<file path="src/core/fifo_flags_pkg.sv">
// Shared constants for the read-side flag FIFO and its storage array
package fifo_flags_pkg;

    // Default build sizes
    localparam int unsigned DEF_DATA_W        = 8;
    localparam int unsigned DEF_DEPTH         = 16;

    // Default read mode: 0 standard, 1 fall-through
    localparam bit          DEF_FALL_THROUGH  = 1'b0;

    // Words added to usable depth by the fall-through output stages
    localparam int unsigned FALL_THROUGH_GAIN = 2;

    // Level at which the almost flags trip: one word left or one slot left
    localparam int unsigned ALMOST_LEVEL      = 1;

    // Handshake flag slots, used as bit positions in the option vectors
    localparam int unsigned HS_NUM            = 4;
    localparam int unsigned HS_VALID          = 0;
    localparam int unsigned HS_UNDER          = 1;
    localparam int unsigned HS_ACK            = 2;
    localparam int unsigned HS_OVER           = 3;

    // Default handshake options: all present, all active high
    localparam logic [3:0]  DEF_HS_PRESENT    = 4'hf;
    localparam logic [3:0]  DEF_HS_ACT_LOW    = 4'h0;

    // Values after reset
    localparam logic        RST_EMPTY         = 1'b1;
    localparam logic        RST_AEMPTY        = 1'b0;
    localparam logic        RST_FULL          = 1'b0;
    localparam logic        RST_AFULL         = 1'b0;
    localparam logic        RST_VALID         = 1'b0;

endpackage : fifo_flags_pkg

</file>
<file path="src/core/fifo_read_flags.sv">
// Common-clock FIFO with standard and fall-through read and status flags
//
// Chosen here: the plain strobed port.
`timescale 1ns/1ps
module fifo_read_flags
    import fifo_flags_pkg::*;
#(
    parameter int unsigned      DATA_W            = DEF_DATA_W,
    parameter int unsigned      DEPTH             = DEF_DEPTH,
    parameter bit               FALL_THROUGH_MODE = DEF_FALL_THROUGH,
    parameter logic [HS_NUM-1:0] HS_PRESENT       = DEF_HS_PRESENT,
    parameter logic [HS_NUM-1:0] HS_ACT_LOW       = DEF_HS_ACT_LOW
)(
    // Clock and reset
    input  wire logic              i_mclk,
    input  wire logic              i_rstn,
    // Write side
    input  wire logic              i_wr_en,
    input  wire logic [DATA_W-1:0] i_wr_data,
    output logic                   o_full,
    output logic                   o_almost_full,
    output logic                   o_wr_ack,
    output logic                   o_overflow,
    // Read side
    input  wire logic              i_rd_en,
    output logic      [DATA_W-1:0] o_rd_data,
    output logic                   o_valid,
    output logic                   o_empty,
    output logic                   o_almost_empty,
    output logic                   o_underflow
);

    // Address and occupancy widths; occupancy has room for the two stages
    localparam int unsigned AW = (DEPTH > 1) ? $clog2(DEPTH) : 1;
    localparam int unsigned CW = AW + 2;

    // Pointer wrap point and flag levels at the occupancy width
    localparam logic [AW-1:0] LAST_ADDR  = AW'(DEPTH - 1);
    localparam logic [CW-1:0] FULL_LVL   = CW'(DEPTH);
    localparam logic [CW-1:0] AFULL_LVL  = CW'(DEPTH - ALMOST_LEVEL);
    localparam logic [CW-1:0] AEMPTY_LVL = CW'(ALMOST_LEVEL);

    // Usable depth as seen by the reader, for reference by integrators
    localparam int unsigned USABLE_DEPTH =
        FALL_THROUGH_MODE ? DEPTH + FALL_THROUGH_GAIN : DEPTH;

    // All block state in one record
    typedef struct packed {
        logic [AW-1:0]     wptr;       // Next array slot to write
        logic [AW-1:0]     rptr;       // Next array slot to read
        logic [CW-1:0]     count;      // Words held in the array
        logic [DATA_W-1:0] stage_data; // Fall-through middle stage
        logic              stage_v;    // Middle stage holds a word
        logic [DATA_W-1:0] out_data;   // Word driven on read data
        logic              out_v;      // Output register holds a word
        logic              empty;      // Registered empty flag
        logic              aempty;     // Registered almost-empty flag
        logic              full;       // Registered full flag
        logic              afull;      // Registered almost-full flag
        logic [HS_NUM-1:0] hs;         // Handshake flags, active high
    } state_s;

    // Reset image of the state
    localparam state_s STATE_RST = '{
        wptr:       '0,
        rptr:       '0,
        count:      '0,
        stage_data: '0,
        stage_v:    1'b0,
        out_data:   '0,
        out_v:      RST_VALID,
        empty:      RST_EMPTY,
        aempty:     RST_AEMPTY,
        full:       RST_FULL,
        afull:      RST_AFULL,
        hs:         '0
    };

    state_s            s_q;
    state_s            s_d;

    // Per-cycle decisions
    logic              wr_acc;     // Write accepted into the array
    logic              rd_acc;     // Read request honoured
    logic              rd_miss;    // Read request refused
    logic              mem_pop;    // Word leaves the array this cycle
    logic              out_load;   // Middle stage moves to the output
    logic              stage_free; // Middle stage can take a new word
    logic [CW-1:0]     held_d;     // Readable words after this edge
    logic [DATA_W-1:0] mem_rdata;  // Array word at the read pointer
    logic [HS_NUM-1:0] hs_out;     // Handshake flags at pin polarity

    // Flip-flop array holding the queued words
    fifo_store #(
        .DATA_W (DATA_W),
        .DEPTH  (DEPTH),
        .AW     (AW)
    ) u_store (
        .i_mclk  (i_mclk),
        .i_rstn  (i_rstn),
        .i_wr    (wr_acc),
        .i_waddr (s_q.wptr),
        .i_wdata (i_wr_data),
        .i_raddr (s_q.rptr),
        .o_rdata (mem_rdata)
    );

    // Next-state logic for pointers, stages and flags
    always_comb begin
        s_d        = s_q;
        out_load   = 1'b0;
        stage_free = 1'b0;

        // A write is only taken while the array has room
        wr_acc = i_wr_en & ~s_q.full;

        if (FALL_THROUGH_MODE) begin
            // Read consumes the word already shown on the output
            rd_acc  = i_rd_en & s_q.out_v;
            rd_miss = i_rd_en & ~s_q.out_v;
            // Middle stage refills the output when it is free or consumed
            out_load   = s_q.stage_v & (~s_q.out_v | rd_acc);
            stage_free = ~s_q.stage_v | out_load;
            // The array feeds the middle stage without any request
            mem_pop = (s_q.count != '0) & stage_free;
        end else begin
            // Read is honoured only when a word is held
            rd_acc  = i_rd_en & (s_q.count != '0);
            rd_miss = i_rd_en & (s_q.count == '0);
            mem_pop = rd_acc;
        end

        // Write pointer steps after each stored word
        if (wr_acc) begin
            s_d.wptr = (s_q.wptr == LAST_ADDR) ? '0
                                               : s_q.wptr + AW'(1);
        end

        // Read pointer steps once per word leaving the array
        if (mem_pop) begin
            s_d.rptr = (s_q.rptr == LAST_ADDR) ? '0
                                               : s_q.rptr + AW'(1);
        end

        // Occupancy: a write and a read together cancel out
        s_d.count = s_q.count + CW'(wr_acc) - CW'(mem_pop);

        if (FALL_THROUGH_MODE) begin
            // Middle stage takes the array head or empties into the output
            if (mem_pop) begin
                s_d.stage_data = mem_rdata;
                s_d.stage_v    = 1'b1;
            end else if (out_load) begin
                s_d.stage_v = 1'b0;
            end
            // Output register shows the oldest word until it is read
            if (out_load) begin
                s_d.out_data = s_q.stage_data;
                s_d.out_v    = 1'b1;
            end else if (rd_acc) begin
                s_d.out_v = 1'b0;
            end
        end else begin
            // Output register loads only on an honoured read
            if (rd_acc) begin
                s_d.out_data = mem_rdata;
            end
            // Valid marks the cycle after each honoured read only
            s_d.out_v = rd_acc;
        end

        // Readable words include the fall-through stages
        if (FALL_THROUGH_MODE) begin
            held_d = s_d.count + CW'(s_d.stage_v) + CW'(s_d.out_v);
        end else begin
            held_d = s_d.count;
        end

        // Empty follows the output word in fall-through, the array otherwise
        if (FALL_THROUGH_MODE) begin
            s_d.empty = ~s_d.out_v;
        end else begin
            s_d.empty = (s_d.count == '0);
        end

        // Almost-empty only at exactly one readable word
        s_d.aempty = (held_d == AEMPTY_LVL);

        // Full and almost-full follow the array occupancy
        s_d.full  = (s_d.count == FULL_LVL);
        s_d.afull = (s_d.count == AFULL_LVL);

        // Handshake flags, kept active high inside
        s_d.hs[HS_VALID] = s_d.out_v;
        s_d.hs[HS_UNDER] = rd_miss;
        s_d.hs[HS_ACK]   = wr_acc;
        s_d.hs[HS_OVER]  = i_wr_en & s_q.full;
    end

    // State register; one record for the whole block
    always_ff @(posedge i_mclk or negedge i_rstn) begin
        if (!i_rstn) begin
            s_q <= STATE_RST;
        end else begin
            s_q <= s_d;
        end
    end

    // Optional handshake flags at the chosen polarity; absent ones drive 0
    for (genvar g = 0; g < HS_NUM; g++) begin : g_hs
        assign hs_out[g] = HS_PRESENT[g] ? (s_q.hs[g] ^ HS_ACT_LOW[g])
                                         : 1'b0;
    end

    // Write side status
    assign o_full        = s_q.full;
    assign o_almost_full = s_q.afull;
    assign o_wr_ack      = hs_out[HS_ACK];
    assign o_overflow    = hs_out[HS_OVER];

    // Read side status and data
    assign o_rd_data      = s_q.out_data;
    assign o_valid        = hs_out[HS_VALID];
    assign o_empty        = s_q.empty;
    assign o_almost_empty = s_q.aempty;
    assign o_underflow    = hs_out[HS_UNDER];

endmodule : fifo_read_flags

</file>
<file path="src/core/fifo_store.sv">
// Flip-flop storage array with one write port and one indexed read port
`timescale 1ns/1ps
module fifo_store
    import fifo_flags_pkg::*;
#(
    parameter int unsigned DATA_W = DEF_DATA_W,
    parameter int unsigned DEPTH  = DEF_DEPTH,
    parameter int unsigned AW     = 4
)(
    // Clock and reset
    input  wire logic              i_mclk,
    input  wire logic              i_rstn,
    // Write port
    input  wire logic              i_wr,
    input  wire logic [AW-1:0]     i_waddr,
    input  wire logic [DATA_W-1:0] i_wdata,
    // Read port
    input  wire logic [AW-1:0]     i_raddr,
    output logic      [DATA_W-1:0] o_rdata
);

    typedef struct packed {
        logic [DEPTH-1:0][DATA_W-1:0] cells;
    } store_s;

    store_s s_q;
    store_s s_d;

    // Write the addressed cell, all others hold
    always_comb begin
        s_d = s_q;
        if (i_wr) begin
            s_d.cells[i_waddr] = i_wdata;
        end
    end

    // Storage registers, cleared by reset
    always_ff @(posedge i_mclk or negedge i_rstn) begin
        if (!i_rstn) begin
            s_q <= '0;
        end else begin
            s_q <= s_d;
        end
    end

    // Read is a plain mux over the cells; the caller registers it
    assign o_rdata = s_q.cells[i_raddr];

endmodule : fifo_store

</file>
<file path="config.mk">
export PLATFORM = sky130hd
export DESIGN_NAME = fifo_read_flags
export DESIGN_NICKNAME = d
export VERILOG_FILES = /design/src/core/fifo_flags_pkg.sv /design/src/core/fifo_read_flags.sv /design/src/core/fifo_store.sv
export SDC_FILE = /design/constraint.sdc
export NUM_CORES = 1
export LEC_CHECK = 0
export BUFFER_PORTS_ARGS = -buffer_cell sky130_fd_sc_hd__buf_2
export CELL_PAD_IN_SITES_DETAIL_PLACEMENT = 1
export CELL_PAD_IN_SITES_GLOBAL_PLACEMENT = 1
export CORE_MARGIN = 4
export CORE_UTILIZATION = 56
export CTS_CLUSTER_DIAMETER = 60
export DETAILED_ROUTE_END_ITERATION = 7
export PLACE_DENSITY = 0.94
export RECOVER_POWER = 100
export SETUP_SLACK_MARGIN = 0.02
export SLEW_MARGIN = 20
export SYNTH_ARGS = -nofsm -noshare
export SYNTH_HDL_FRONTEND = slang
export SYNTH_SLANG_ARGS = --single-unit
</file>
<file path="constraint.sdc">
create_clock -name i_mclk -period 4.1 [get_ports i_mclk]
set_input_delay 0.41 -clock i_mclk [delete_from_list [all_inputs] [get_ports i_mclk]]
set_output_delay 0.41 -clock i_mclk [all_outputs]
set_load 0.01 [all_outputs]
</file>
==> results.py <==
metrics = {
    "run_status": {
        "outcome": "finished, violations left",
        "violations": "capacitance limit, slew limit",
    },
    "timing": {
        "final-hold-violation-count": 0,
        "slew_headroom_pct": -76.20,
        "rsz0062_at_grt": "false",
        "fin_skew_ns": 0.01340,
        "setup_viol_count_final": 0,
        "period_minus_slack_ns": 3.263,
        "max_freq_mhz": 306.5,
        "whs_ns": 0.2206,
        "drv_slew": 143,
        "totalNegativeSetupSlack_ns": 0,
        "tightest_slew_ns": 2.643,
        "period_share_pct": 79.59,
    },
    "drt": {
        "wl_per_cell_um": 28.44,
        "vias_per_cell": 6.359,
        "vias": 4458,
        "drc": 0,
        "final_antenna_net_count": 0,
        "drt_first_iter_violations": 441,
        "drtPass1Iterations": 4,
        "wl_mm": 19.94,
    },
    "power_and_ir_drop": {
        "pwr-share-clk_pct": 23.5,
        "vdd_drop_max_uv": 444.8,
        "swShare_pct": 35.14,
        "switching_power_uw": 2623,
        "p_int_uw": 4841,
        "seqPwrFrac_pct": 39.7,
        "powerDensity_mw_per_mm2": 914.0,
        "p_leak_uw": 0.003576,
        "comb_power_share_pct": 36.9,
    },
    "cells_and_area": {
        "layout_common_cells": "dfrtp_1 (157), mux2_2 (117), mux4_2 (32)",
        "num-nets-final": 542,
        "layout-drive-gt1-share_pct": 39.13,
        "area_growth_pct": 10.09,
        "antennaDiodeCount": 0,
        "finish.utilization_pct": 63.93,
        "final_common_cell": "dfrtp_1",
    },
    "global_routing": {
        "antenna_found_initial": 0,
        "grt_pass1_wl_mm": 31.97,
        "grt_usage_pct": 29.14,
        "grt_pass1_vias": 5109,
        "met1_usage_pct": 37.89,
        "gr-usage-met3_pct": 6.130,
        "grt_max_degree": 107,
        "top_usage_layer": "met2",
        "met2_usage_pct": 48.79,
        "gr-total-overflow": 0,
    },
    "floorplanning": {
        "io_pins": 28,
        "die_x_um": 123.1,
        "coreArea_mm2": 0.01277,
        "row_count": 41,
        "fp.dieH_um": 123.1,
        "initial_core_util_pct": 58.08,
        "die_area_mm2": 0.01515,
    },
    "logic_synthesis": {
        "async_reset_ff_share_pct": 100.0,
        "syn_area_per_cell_um2": 14.93,
        "syn_area_mm2": 0.007418,
        "yosysUniqueCellTypes": 45,
        "ys.flop_type": "dfrtp_1",
        "yosysWarnings": 0,
        "syn_inst": 497,
        "syn_nets": 523,
        "ys_seq_area_share_pct": 53.31,
        "ys_seq_elements": 158,
        "synth_edf_count": 0,
    },
    "worst_setup_path": {
        "path_max_fanout": 24,
        "critPathRequiredTime_ns": 4.42,
        "critPathArrivalTime_ns": 3.58,
        "cp_common_cell": "ha_1",
        "worstReg2RegEnd": "o_full",
        "rr_worst_depth": 12,
        "crit_path_end_kind": "flop",
        "rrSetupSlack_ns": 0.84,
        "cp-start-kind": "flop",
        "reg2reg_from": "s_q[29]",
        "crit_chain": "inv_1, ha_1, and4bb_2, nor2b_2, buf_4, ha_1, inv_1, ha_1, fa_1, nor4_1, mux2i_1, nor4_1",
        "crit_slowest_cell": "fa_1",
        "worst_path_largest_cell_delay_ns": 0.51,
        "critical_path_class": "reg2reg",
    },
    "clock_network": {
        "clk_pin_slew_ns": 0.06,
        "htreeDepth": 4,
        "cts_root_buf": "clkbuf_16",
        "cts_tree": "done",
        "cts_sinks": 158,
        "postCtsHoldBufs": 0,
        "postCtsSetupRepairBufs": 0,
        "numCtsBuffers": 17,
        "cts_resized": 0,
        "clockBufferDepth": 2,
        "worstSkewPairLatency_ns": 0.43,
    },
    "worst_hold_path": {
        "whs_endpoint": "hs_out[3]",
        "hold_path.class": "in2reg",
        "min_path_cells": 2,
        "worstHoldStart": "i_wr_en",
    },
    "place": {
        "dp_hpwl_mm": 12.34,
        "io_buffers": 27,
        "place_congestion": 0.7724,
    },
    "job": {
        "cap_violations": 2,
    },
}
[worst max-delay path by stage]
stage,startpoint,to,cells after the start
floorplan,s_q[28],o_full,12
finish,s_q[29],o_full,12
global route,i_rstn,u_store.s_q[71],2
detailed placement,s_q[28],o_full,12
global placement,s_q[29],o_almost_full,13
CTS,s_q[28],o_full,12
[per-layer routing]
metal	vias to the layer above	share of wire (%)
li1	1858	-
met3	44	4.7
met2	140	52
met4	0	2.6
met1	2416	41
met5	-	0
[cell families (layout without fill, tap and decap cells)]
kind of cell             Yosys count  in the layout  share of synthesized area [%]
buffers and inverters             47             79                          3.694
adder cells (fa/ha/maj)           14             14                          2.463
AND/OR/NAND/NOR                   72             72                          5.751
flip-flops                       158            158                          53.31
XOR/XNOR                           4              4                         0.4723
AO/OA/AOI/OAI                     31             31                          3.643
multiplexers                     171            171                          30.66
[per-stage QoR]
| step | worst slack (ns) | total power [uW] | instance area (um2) | cells |
|---|---|---|---|---|
| after CTS | 0.8656 | 7522 | 8255 | 701 |
| after detailed placement | 1.013 | 5632 | 7606 | 669 |
| after global placement | 1.237 | 5289 | 7606 | 669 |
| final | 0.8369 | 7464 | 8167 | 701 |
| after floorplan | 1.299 | 4868 | 7418 | 497 |
| after global routing | 0.4038 | 7834 | 8167 | 701 |
[synthesized netlist by cell type (2+ instances only)]
cell	n	area share [%]
a211oi_2	8	1.3
o21ai_0	4	0.27
nand3_1	7	0.47
nand2_1	10	0.51
buf_4	14	1.4
clkbuf_1	10	0.51
dfrtp_1	157	53
nor2_1	12	0.61
a21oi_1	2	0.13
nor4_1	5	0.42
inv_1	13	0.66
mux4_2	32	9.7
nor2b_1	9	0.76
buf_6	3	0.46
and2_1	3	0.25
a221oi_1	8	0.94
nand2b_1	6	0.51
nor2_4	4	0.61
nor2_2	8	0.67
ha_1	13	2.2
mux2i_1	9	1.2
a31oi_1	2	0.17
buf_2	5	0.34
mux2_2	130	20
xnor2_1	3	0.35
[worst max-delay path: cells and delay by family (launching register included)]
| kind | cells | cell delay, ns |
|---|---|---|
| fa+ha+maj | 4 | 1.23 |
| buf+inv | 3 | 0.45 |
| flops | 1 | 0.38 |
| mux | 1 | 0.16 |
| simple gates | 4 | 0.93 |
[power by group through the flow]
stage          Combinational, uW  Clock (uW)  Sequential, uW
2_1_floorplan               2320           0            2550
5_1_grt                     2950        1850            3040
3_5_place_dp                2710           0            2930
4_1_cts                     2820        1760            2950
6_report                    2750        1750            2960
3_3_place_gp                2480           0            2810
[registers in the layout, indices dropped and copies added (netlist names)]
register and flops:
u_store.s_q 128, s_q 14, o_rd_data 8, hs_out 4, o_almost_empty 1, o_almost_full 1
o_empty 1, o_full 1
[cell type report]
| cell class | instances | area [um2] |
|---|---|---|
| sequential | 158 | 3955 |
| tap | 172 | 215.2 |
| multi-input combinational | 292 | 3137 |
| inverter | 13 | 48.80 |
| clock inverter | 10 | 185.2 |
| timing repair buffer | 34 | 161.4 |
| fill | 1154 | 4607 |
| clock buffer | 22 | 464.2 |
Power figures use the tool's default switching activity.
